==> src/shared/dpm_pkg.sv <==
// constants, timing figures and carrier types of the dual-port memory host
package dpm_pkg;

    // clock, counter and bus sizing
    localparam int CLK_PERIOD_NS = 8;
    localparam int CNT_W         = 4;
    localparam int DATA_W        = 18;
    localparam int ADDR_W        = 16;

    typedef logic [CNT_W-1:0] dpmCount_t;

    // least times round up, never below one cycle
    function automatic int dpmCeilCycles(input int ns);
        int c;
        c = (ns + CLK_PERIOD_NS - 1) / CLK_PERIOD_NS;
        return (c < 1) ? 1 : c;
    endfunction

    // times in ns, slowest grade, so one build serves every grade
    localparam int READ_CYCLE_TIME_NS                = 25;
    localparam int SELECT_TO_WRITE_END_NS            = 20;
    localparam int WRITE_PULSE_NS                    = 22;
    localparam int FLAG_ADDR_ACCESS_NS               = 25;
    localparam int FLAG_UPDATE_GAP_NS                = 12;
    localparam int FLAG_WRITE_TO_READ_GAP_NS         = 5;
    localparam int ARB_LOW_FROM_MATCH_NS             = 20;
    localparam int SLAVE_WRITE_HOLD_AFTER_RELEASE_NS = 17;
    localparam int ARB_RELEASE_TO_DATA_NS            = 25;

    // cycle counts derived from the times above, SEM_ARB_CYC and PLAIN_GAP_CYC fixed at one
    localparam dpmCount_t ARB_CYC = dpmCount_t'(
        dpmCeilCycles(ARB_LOW_FROM_MATCH_NS));
    localparam dpmCount_t SEM_ARB_CYC = 4'h1;
    localparam dpmCount_t WR_ACT_CYC = dpmCount_t'(dpmCeilCycles(
        (WRITE_PULSE_NS > SELECT_TO_WRITE_END_NS) ?
        WRITE_PULSE_NS : SELECT_TO_WRITE_END_NS));
    localparam dpmCount_t RD_ACT_CYC = dpmCount_t'(dpmCeilCycles(
        (READ_CYCLE_TIME_NS > FLAG_ADDR_ACCESS_NS) ?
        READ_CYCLE_TIME_NS : FLAG_ADDR_ACCESS_NS));
    localparam dpmCount_t WR_HOLD_CYC = dpmCount_t'(
        dpmCeilCycles(SLAVE_WRITE_HOLD_AFTER_RELEASE_NS));
    localparam dpmCount_t RD_HOLD_CYC = dpmCount_t'(
        dpmCeilCycles(ARB_RELEASE_TO_DATA_NS));
    localparam dpmCount_t SEM_GAP_CYC = dpmCount_t'(dpmCeilCycles(
        (FLAG_UPDATE_GAP_NS > FLAG_WRITE_TO_READ_GAP_NS) ?
        FLAG_UPDATE_GAP_NS : FLAG_WRITE_TO_READ_GAP_NS));
    localparam dpmCount_t PLAIN_GAP_CYC = 4'h1;
    // strictly more than one read cycle after supply is good
    localparam dpmCount_t PWR_CYC = dpmCount_t'(
        dpmCeilCycles(READ_CYCLE_TIME_NS) + 1);

    typedef enum logic [1:0] {
        OP_MEM_RD = 2'h0,
        OP_MEM_WR = 2'h1,
        OP_SEM_RD = 2'h2,
        OP_SEM_WR = 2'h3
    } dpmOp_t;

    typedef enum logic [2:0] {
        ST_OFF  = 3'h0,
        ST_IDLE = 3'h1,
        ST_ARB  = 3'h3,
        ST_ACT  = 3'h2,
        ST_GAP  = 3'h6
    } dpmState_t;

    typedef struct packed {
        dpmOp_t              op;
        logic [ADDR_W-1:0]   addr;
        logic [DATA_W-1:0]   data;
        logic                upperEn;
        logic                lowerEn;
    } dpmCmd_t;

    typedef struct packed {
        logic                ceN;
        logic                writeNotRead;
        logic                oeN;
        logic                upperByteStrobeN;
        logic                lowerByteStrobeN;
        logic                flagLatchSelectN;
        logic [ADDR_W-1:0]   addr;
        logic [DATA_W-1:0]   data;
        logic                dataOe;
    } dpmPins_t;

    localparam dpmPins_t PINS_IDLE = '{
        ceN: 1'b1, writeNotRead: 1'b1, oeN: 1'b1,
        upperByteStrobeN: 1'b1, lowerByteStrobeN: 1'b1,
        flagLatchSelectN: 1'b1, addr: '0, data: '0, dataOe: 1'b0};

    typedef struct packed {
        dpmCount_t cnt;
    } dpmTimer_t;

    typedef struct packed {
        dpmState_t           st;
        dpmCmd_t             cmd;
        dpmPins_t            pins;
        logic                cmdReady;
        logic                rspValid;
        logic [DATA_W-1:0]   rspData;
        logic                mailPending;
    } dpmHost_t;

endpackage

==> src/logic/dpm_tick_timer.sv <==
// down-counter that flags the last cycle of a loaded interval
`timescale 1ns/100ps
`default_nettype none
module dpm_tick_timer
    import dpm_pkg::*;
(
    // clock and reset
    input  wire logic           mclk,
    input  wire logic           srst,
    // load and status
    input  wire logic           load,
    input  wire dpm_pkg::dpmCount_t loadValue,
    output logic                lastCycle
);
    dpmTimer_t timer_reg;
    dpmTimer_t timer_next;

    always_comb begin
        timer_next = timer_reg;
        if (load) begin
            timer_next.cnt = loadValue;
        end else if (timer_reg.cnt != '0) begin
            timer_next.cnt = timer_reg.cnt - 4'h1;
        end
    end

    always_ff @(posedge mclk) begin
        if (srst) begin
            timer_reg <= '{cnt: 4'h0};
        end else begin
            timer_reg <= timer_next;
        end
    end

    // an interval loaded with n lasts exactly n cycles
    assign lastCycle = (timer_reg.cnt <= 4'h1);
endmodule
`default_nettype wire

==> src/logic/dpm_host_port.sv <==
// host controller driving one port of an asynchronous dual-port memory
//
// Contract
// - host picks memory or flag access, never both, held to write end
// - host idles flag select and output enable for the update gap
// - host waits the write-to-read gap before checking a flag
// - slave-role write stays active the hold time after busy rises
// - host keeps chip select inactive in retention and supply ramps
// - host waits over one read cycle after supply good before access
`timescale 1ns/100ps
`default_nettype none
module dpm_host_port
    import dpm_pkg::*;
(
    // clock and reset
    input  wire logic                    mclk,
    input  wire logic                    srst,
    // supply status
    input  wire logic                    powerGood,
    input  wire logic                    retainReq,
    // command
    input  wire logic                    cmdValid,
    output logic                         cmdReady,
    input  wire dpm_pkg::dpmCmd_t        cmd,
    // response
    output logic                         rspValid,
    output logic [dpm_pkg::DATA_W-1:0]   rspData,
    // memory port pins
    output dpm_pkg::dpmPins_t            pins,
    input  wire logic [dpm_pkg::DATA_W-1:0] dataIn,
    input  wire logic                    busyN,
    input  wire logic                    mailIntN,
    // mailbox status
    output logic                         mailPending
);
    dpmHost_t  host_reg;
    dpmHost_t  host_next;
    logic      tLoad;
    dpmCount_t tValue;
    logic      tLast;
    logic      curSem;
    logic      curWrite;
    logic      inSem;
    logic      offReq;

    dpm_tick_timer u_timer (
        .mclk      (mclk),
        .srst      (srst),
        .load      (tLoad),
        .loadValue (tValue),
        .lastCycle (tLast)
    );

    assign curSem   = host_reg.cmd.op[1];
    assign curWrite = host_reg.cmd.op[0];
    assign inSem    = cmd.op[1];
    assign offReq   = !powerGood || retainReq;

    always_comb begin
        host_next             = host_reg;
        host_next.rspValid    = 1'b0;
        host_next.cmdReady    = 1'b0;
        host_next.mailPending = !mailIntN;
        tLoad                 = 1'b0;
        tValue                = 4'h0;
        case (host_reg.st)
            ST_OFF: begin
                host_next.pins = PINS_IDLE;
                if (offReq) begin
                    tLoad  = 1'b1;
                    tValue = PWR_CYC;
                end else if (tLast) begin
                    host_next.st       = ST_IDLE;
                    host_next.cmdReady = 1'b1;
                end
            end
            ST_IDLE: begin
                host_next.cmdReady = 1'b1;
                if (cmdValid && host_reg.cmdReady) begin
                    host_next.cmdReady  = 1'b0;
                    host_next.cmd       = cmd;
                    host_next.st        = ST_ARB;
                    host_next.pins.addr = cmd.addr;
                    tLoad               = 1'b1;
                    // exactly one of the two selects goes low
                    if (inSem) begin
                        host_next.pins.flagLatchSelectN = 1'b0;
                        tValue = SEM_ARB_CYC;
                    end else begin
                        host_next.pins.ceN = 1'b0;
                        // let busy settle before any write
                        tValue = ARB_CYC;
                    end
                end
            end
            ST_ARB: begin
                if (tLast) begin
                    host_next.st = ST_ACT;
                    tLoad        = 1'b1;
                    if (!curSem) begin
                        host_next.pins.upperByteStrobeN =
                            !host_reg.cmd.upperEn;
                        host_next.pins.lowerByteStrobeN =
                            !host_reg.cmd.lowerEn;
                    end
                    if (curWrite) begin
                        host_next.pins.writeNotRead = 1'b0;
                        host_next.pins.data         = host_reg.cmd.data;
                        host_next.pins.dataOe       = 1'b1;
                        tValue = WR_ACT_CYC;
                    end else begin
                        host_next.pins.oeN = 1'b0;
                        tValue = RD_ACT_CYC;
                    end
                end
            end
            ST_ACT: begin
                if (!curSem && !busyN) begin
                    // blocked: keep the access and restart the hold
                    tLoad = 1'b1;
                    if (curWrite) begin
                        tValue = WR_HOLD_CYC;
                    end else begin
                        tValue = RD_HOLD_CYC;
                    end
                end else if (tLast) begin
                    if (!curWrite) begin
                        host_next.rspValid = 1'b1;
                        host_next.rspData  = dataIn;
                    end
                    host_next.pins = PINS_IDLE;
                    host_next.st   = ST_GAP;
                    tLoad          = 1'b1;
                    // flag and output enable idle before a check read
                    if (host_reg.cmd.op == OP_SEM_WR) begin
                        tValue = SEM_GAP_CYC;
                    end else begin
                        tValue = PLAIN_GAP_CYC;
                    end
                end
            end
            ST_GAP: begin
                if (tLast) begin
                    host_next.st       = ST_IDLE;
                    host_next.cmdReady = 1'b1;
                end
            end
            default: begin
                host_next.st   = ST_OFF;
                host_next.pins = PINS_IDLE;
            end
        endcase
        // supply loss or retention aborts any access at once
        if (offReq) begin
            host_next.st       = ST_OFF;
            host_next.pins     = PINS_IDLE;
            host_next.cmdReady = 1'b0;
            host_next.rspValid = 1'b0;
            tLoad              = 1'b1;
            tValue             = PWR_CYC;
        end
    end

    always_ff @(posedge mclk) begin
        if (srst) begin
            host_reg <= '{st: ST_OFF, cmd: '0, pins: PINS_IDLE,
                          cmdReady: 1'b0, rspValid: 1'b0, rspData: '0,
                          mailPending: 1'b0};
        end else begin
            host_reg <= host_next;
        end
    end

    assign cmdReady    = host_reg.cmdReady;
    assign rspValid    = host_reg.rspValid;
    assign rspData     = host_reg.rspData;
    assign pins        = host_reg.pins;
    assign mailPending = host_reg.mailPending;

    a_sel_exclusive: assert property (
        @(posedge mclk) disable iff (srst)
        !(!pins.ceN && !pins.flagLatchSelectN))
        else $error("memory and flag selected together");

    a_sel_hold: assert property (
        @(posedge mclk) disable iff (srst)
        (!pins.writeNotRead && $past(!pins.writeNotRead)) |->
        ($stable(pins.ceN) && $stable(pins.flagLatchSelectN)
         && $stable(pins.addr)))
        else $error("select changed inside a write");

    a_write_len: assert property (
        @(posedge mclk) disable iff (srst || offReq)
        $fell(pins.writeNotRead) |-> (!pins.writeNotRead)[*3])
        else $error("write shorter than select to write end");

    a_sem_gap: assert property (
        @(posedge mclk) disable iff (srst)
        ($past(!pins.flagLatchSelectN && !pins.writeNotRead)
         && pins.writeNotRead) |->
        (pins.flagLatchSelectN && pins.oeN)[*2])
        else $error("flag update gap too short");

    a_off_deselect: assert property (
        @(posedge mclk) disable iff (srst)
        offReq |=> (pins.ceN && pins.flagLatchSelectN && !cmdReady))
        else $error("port selected during retention");

    a_power_wait: assert property (
        @(posedge mclk) disable iff (srst)
        $rose(powerGood) |=> (pins.ceN && pins.flagLatchSelectN)[*4])
        else $error("access too soon after supply good");

    a_arb_settle: assert property (
        @(posedge mclk) disable iff (srst || offReq)
        $fell(pins.ceN) |-> (pins.writeNotRead && pins.oeN)[*3])
        else $error("access before busy settled");

    a_busy_hold: assert property (
        @(posedge mclk) disable iff (srst || offReq)
        ($rose(busyN) && !pins.writeNotRead && !pins.ceN) |->
        (!pins.writeNotRead)[*3])
        else $error("write released too soon after busy");

    a_busy_read: assert property (
        @(posedge mclk) disable iff (srst || offReq)
        ($rose(busyN) && !pins.oeN && !pins.ceN) |->
        (!rspValid && !pins.oeN)[*4])
        else $error("read sampled before data valid");
endmodule
`default_nettype wire

==> config.mk <==
export PLATFORM = sky130hd
export DESIGN_NAME = dpm_host_port
export DESIGN_NICKNAME = d
export VERILOG_FILES = /design/src/shared/dpm_pkg.sv /design/src/logic/dpm_tick_timer.sv /design/src/logic/dpm_host_port.sv
export SDC_FILE = /design/constraint.sdc
export NUM_CORES = 1
export LEC_CHECK = 0
export BUFFER_PORTS_ARGS = -buffer_cell sky130_fd_sc_hd__buf_4
export CORE_MARGIN = 3
export CORE_UTILIZATION = 33
export DETAILED_ROUTE_END_ITERATION = 7
export GPL_TIMING_DRIVEN = 0
export PLACE_DENSITY = 0.69
export SYNTH_ARGS = -nofsm -noshare
export SYNTH_HDL_FRONTEND = slang
export SYNTH_SLANG_ARGS = --single-unit
==> constraint.sdc <==
create_clock -name mclk -period 1.95 [get_ports mclk]
set_input_delay 0.4875 -clock mclk [delete_from_list [all_inputs] [get_ports mclk]]
set_output_delay 0.4875 -clock mclk [all_outputs]
set_load 0.01 [all_outputs]
==> key figures <==
Status
  • Outcome: complete, no violations

Final layout
  • Most frequent cells in the layout: 188 x buf_4, 89 x dfxtp_1, 54 x nand2_1
  • Commonest non-fill, non-tap cell in the layout: buf_4
  • Largest register FFs: a little over 40
  • Design Area, Final: between 0.005 and 0.006 mm2
  • Fill cells: roughly 1100
  • Diodes inserted: 0
  • Core Util, Final: ~47%
  • Final #Nets: ~650
  • Fraction of layout cells with a size suffix above 1: 40.9%
  • Area growth syn-to-layout: 36.7%

Pwr
  • Switch Pwr: around 820 uW
  • Leakage: around 2.4 nW
  • Sequential Power Share: between 40% and 50%
  • Clock power share: 44.0%
  • Power share of the combinational group: roughly 7.1%
  • Pwr Total: 3.84 mW
  • Switching share of power: between 20% and 30%
  • Int Power: roughly 3.0 mW
  • PD cells: around 690 mW/mm2
  • VDD IR max: roughly 0.37 mV

Flow run
  • Max Cap Violations: 0

Clock tree
  • H-tree Lvls: 3
  • Root Buffer: clkbuf_16
  • Clock buffer depth: 2
  • Clock slew at reported path FFs: around 0.06 ns
  • Hold_buf cts: 0
  • CTS sink count: 91
  • CTS Buf Count: 9
  • Worst-Skew Late Latency: between 0.3 and 0.4 ns
  • TritonCTS clock tree: built

GRT
  • First-pass GRT wire length: about 17000 um
  • Initial antenna violation count: 0
  • Total GRT Usage: 15.2%
  • Largest net degree at the start of global routing: 14
  • Overflow left after global routing: 0
  • Vias in the first global route: between 3000 and 4000

Synth
  • Synth Area per Inst: around 9.1 um2
  • Post-synth top flop: dfxtp_1
  • Sequential fraction of the synthesis area: 45.0%
  • Syn Nets: between 500 and 600
  • FF+latch count, synth: between 90 and 100
  • Cell variety after synth: 53
  • Mapped Area: approximately 0.0040 mm2
  • YS warnings: 0
  • Synth Instances: around 440
  • Post-synth EDFFs: 0
  • Ys async rst share: 0%

Worst setup path
  • R2r worst-path depth: 6
  • Worst-path cell chain: or2_1 -> buf_2 -> o41ai_4 -> a31oi_4 -> buf_4 -> a22o_1
  • Worst path buffer plus inverter count: 2
  • Worst Path Required: roughly 2.2 ns
  • R2R Path End: pins[19]
  • CP max FO: 10
  • Critical path's top delay family: compound AO/OA/AOI/OAI gates
  • Worst path arrival time: approximately 2.1 ns
  • Critical path class: reg2reg
  • Launching point of the worst reg2reg path: u_timer.timer_reg[2]
  • R2r setup slk: approximately 0.070 ns
  • Crit path max-delay cell type: o41ai_4
  • Max incr delay on CP: ~0.48 ns
  • Critical Path Start Type: register
  • Setup crit end kind: register

Timing
  • Least-Margin Pin Slew: between 0.7 and 0.8 ns
  • RSZ-0062 raised after global routing: true
  • Normalized max-slew margin: ~50%
  • Max Clk Rate: approximately 530 MHz
  • Final hold violation count: 0
  • Setup-failing EPs final: 0
  • Tcrit/Tclk final: a little over nine tenths
  • Final setup skew: around 0.0070 ns
  • Final Max Slew Viols: 0
  • Min cycle time layout: between 1.5 and 2 ns
  • TNS Setup: 0 ns

Placed design
  • Placer Congestion: between 0.8 and 0.9
  • Dpl hpwl: around 8000 um
  • Port Buf Inserts: about 120
  • Post-DP Area: approximately 0.0051 mm2

Route
  • Avg WL per Cell: between 10 and 15 um
  • Routed WL: 10800 um
  • Vias: about 3700
  • Drt pass-1 iters: 4
  • Drc violations: 0
  • Number of DRC markers in iteration 0: ~170
  • ANT nets after route: 0
  • DR vias/cell: slightly above 5

Floorplan
  • Core ar.: between 0.01 and 0.015 mm2
  • Die area: 0.0136 mm2
  • Initial core utilization: about a third
  • Row cnt: 39
  • Ports: roughly 130
  • Die height: 117 um
  • Die X: about 120 um

Worst hold path
  • Hold Crit Depth: 2
  • Hold path start: mailIntN
  • Hold WC Path Type: in2reg
  • Worst Hold End: mailPending
-- per-layer routing --
metal  vias to the layer above  share of wire [%]  track usage, %
li1                       1786                  -               -
met1                      1747                 45            20.3
met2                       139                 45            24.3
met3                         5                9.0            4.82
met4                         0               0.46            3.21
met5                         -                  0               0
-- repair_timing --
| action | 4_1_cts | 5_1_grt |
|---|---|---|
| setup buffers | 1 | 2 |
| pin swaps | 2 | 3 |
| resized for setup | 8 | 16 |
| endpoints found under the setup margin | 36 | 50 |
-- stage by stage --
| stage | std cells | hold WS (ns) | setup slack, ns |
|---|---|---|---|
| after global routing | 727 | 0.295 | -0.0131 |
| after detailed placement | 710 | 0.442 | -0.311 |
| after CTS | 725 | 0.293 | 0.0140 |
| after floorplan | 444 | 0.427 | 0.0835 |
| final | 727 | 0.300 | 0.0695 |
| after global placement | 710 | 0.439 | -0.274 |
-- cell type report --
type                    count  area (um2)  share of cell area [%]
inverters                   4        15.0                   0.272
repair buffers            126         950                    17.2
clock inverters             2        37.5                   0.679
plain buffers              88         626                    11.3
clock buffers              12         246                    4.46
well taps                 143         179                    3.24
flip-flops and latches     91        1820                    33.0
multi-input cells         261        1650                    29.9
-- power by group through the flow --
stage	combinational, mW	sequential (mW)	clock [mW]
finish	0.274	1.88	1.69
detailed placement	0.260	1.92	0
floorplan	0.119	1.92	0
global placement	0.256	1.92	0
global route	0.295	1.88	1.79
CTS	0.267	1.87	1.72
-- worst max path at each step --
stage | end | depth (start not counted) | startpoint | slack (ns)
floorplan | pins[10] | 7 | u_timer.timer_reg[0] | 0.08
global placement | pins[40] | 5 | retainReq | -0.27
detailed placement | pins[40] | 5 | retainReq | -0.31
CTS | rspData[0] | 7 | u_timer.timer_reg[0] | 0.01
global route | pins[24] | 6 | u_timer.timer_reg[2] | -0.01
finish | pins[19] | 6 | u_timer.timer_reg[2] | 0.07
-- synth_stat cells, types with 3 or more instances --
library cell  number  area (um2)
dfxtp_1           91        1820
ha_1               3        37.5
and3_1             4        25.0
clkbuf_1          12        45.0
buf_2              9        45.0
a22o_1            33         289
nor2b_1            3        18.8
a31oi_1            4        25.0
nor2_2             3        18.8
inv_1              4        15.0
or3_1              4        25.0
buf_6              3        33.8
nand2_1           54         203
nand3_1           23         115
buf_4             63         473
nand2b_1           3        18.8
nor2_1             8        30.0
a21oi_1           46         230
nor3_1             7        35.0
a32oi_1            4        35.0
o21ai_0           22         110
-- cell families after synthesis --
kind of cell	synth area share (%)
adders and majority gates	0.928
and+or+nand+nor	15.7
xor gates and xnor gates	0.217
AOI/OAI and AO/OA	22.6
buffers and inverters	15.5
DFF	45.0
(Power assumes the default switching activity.)
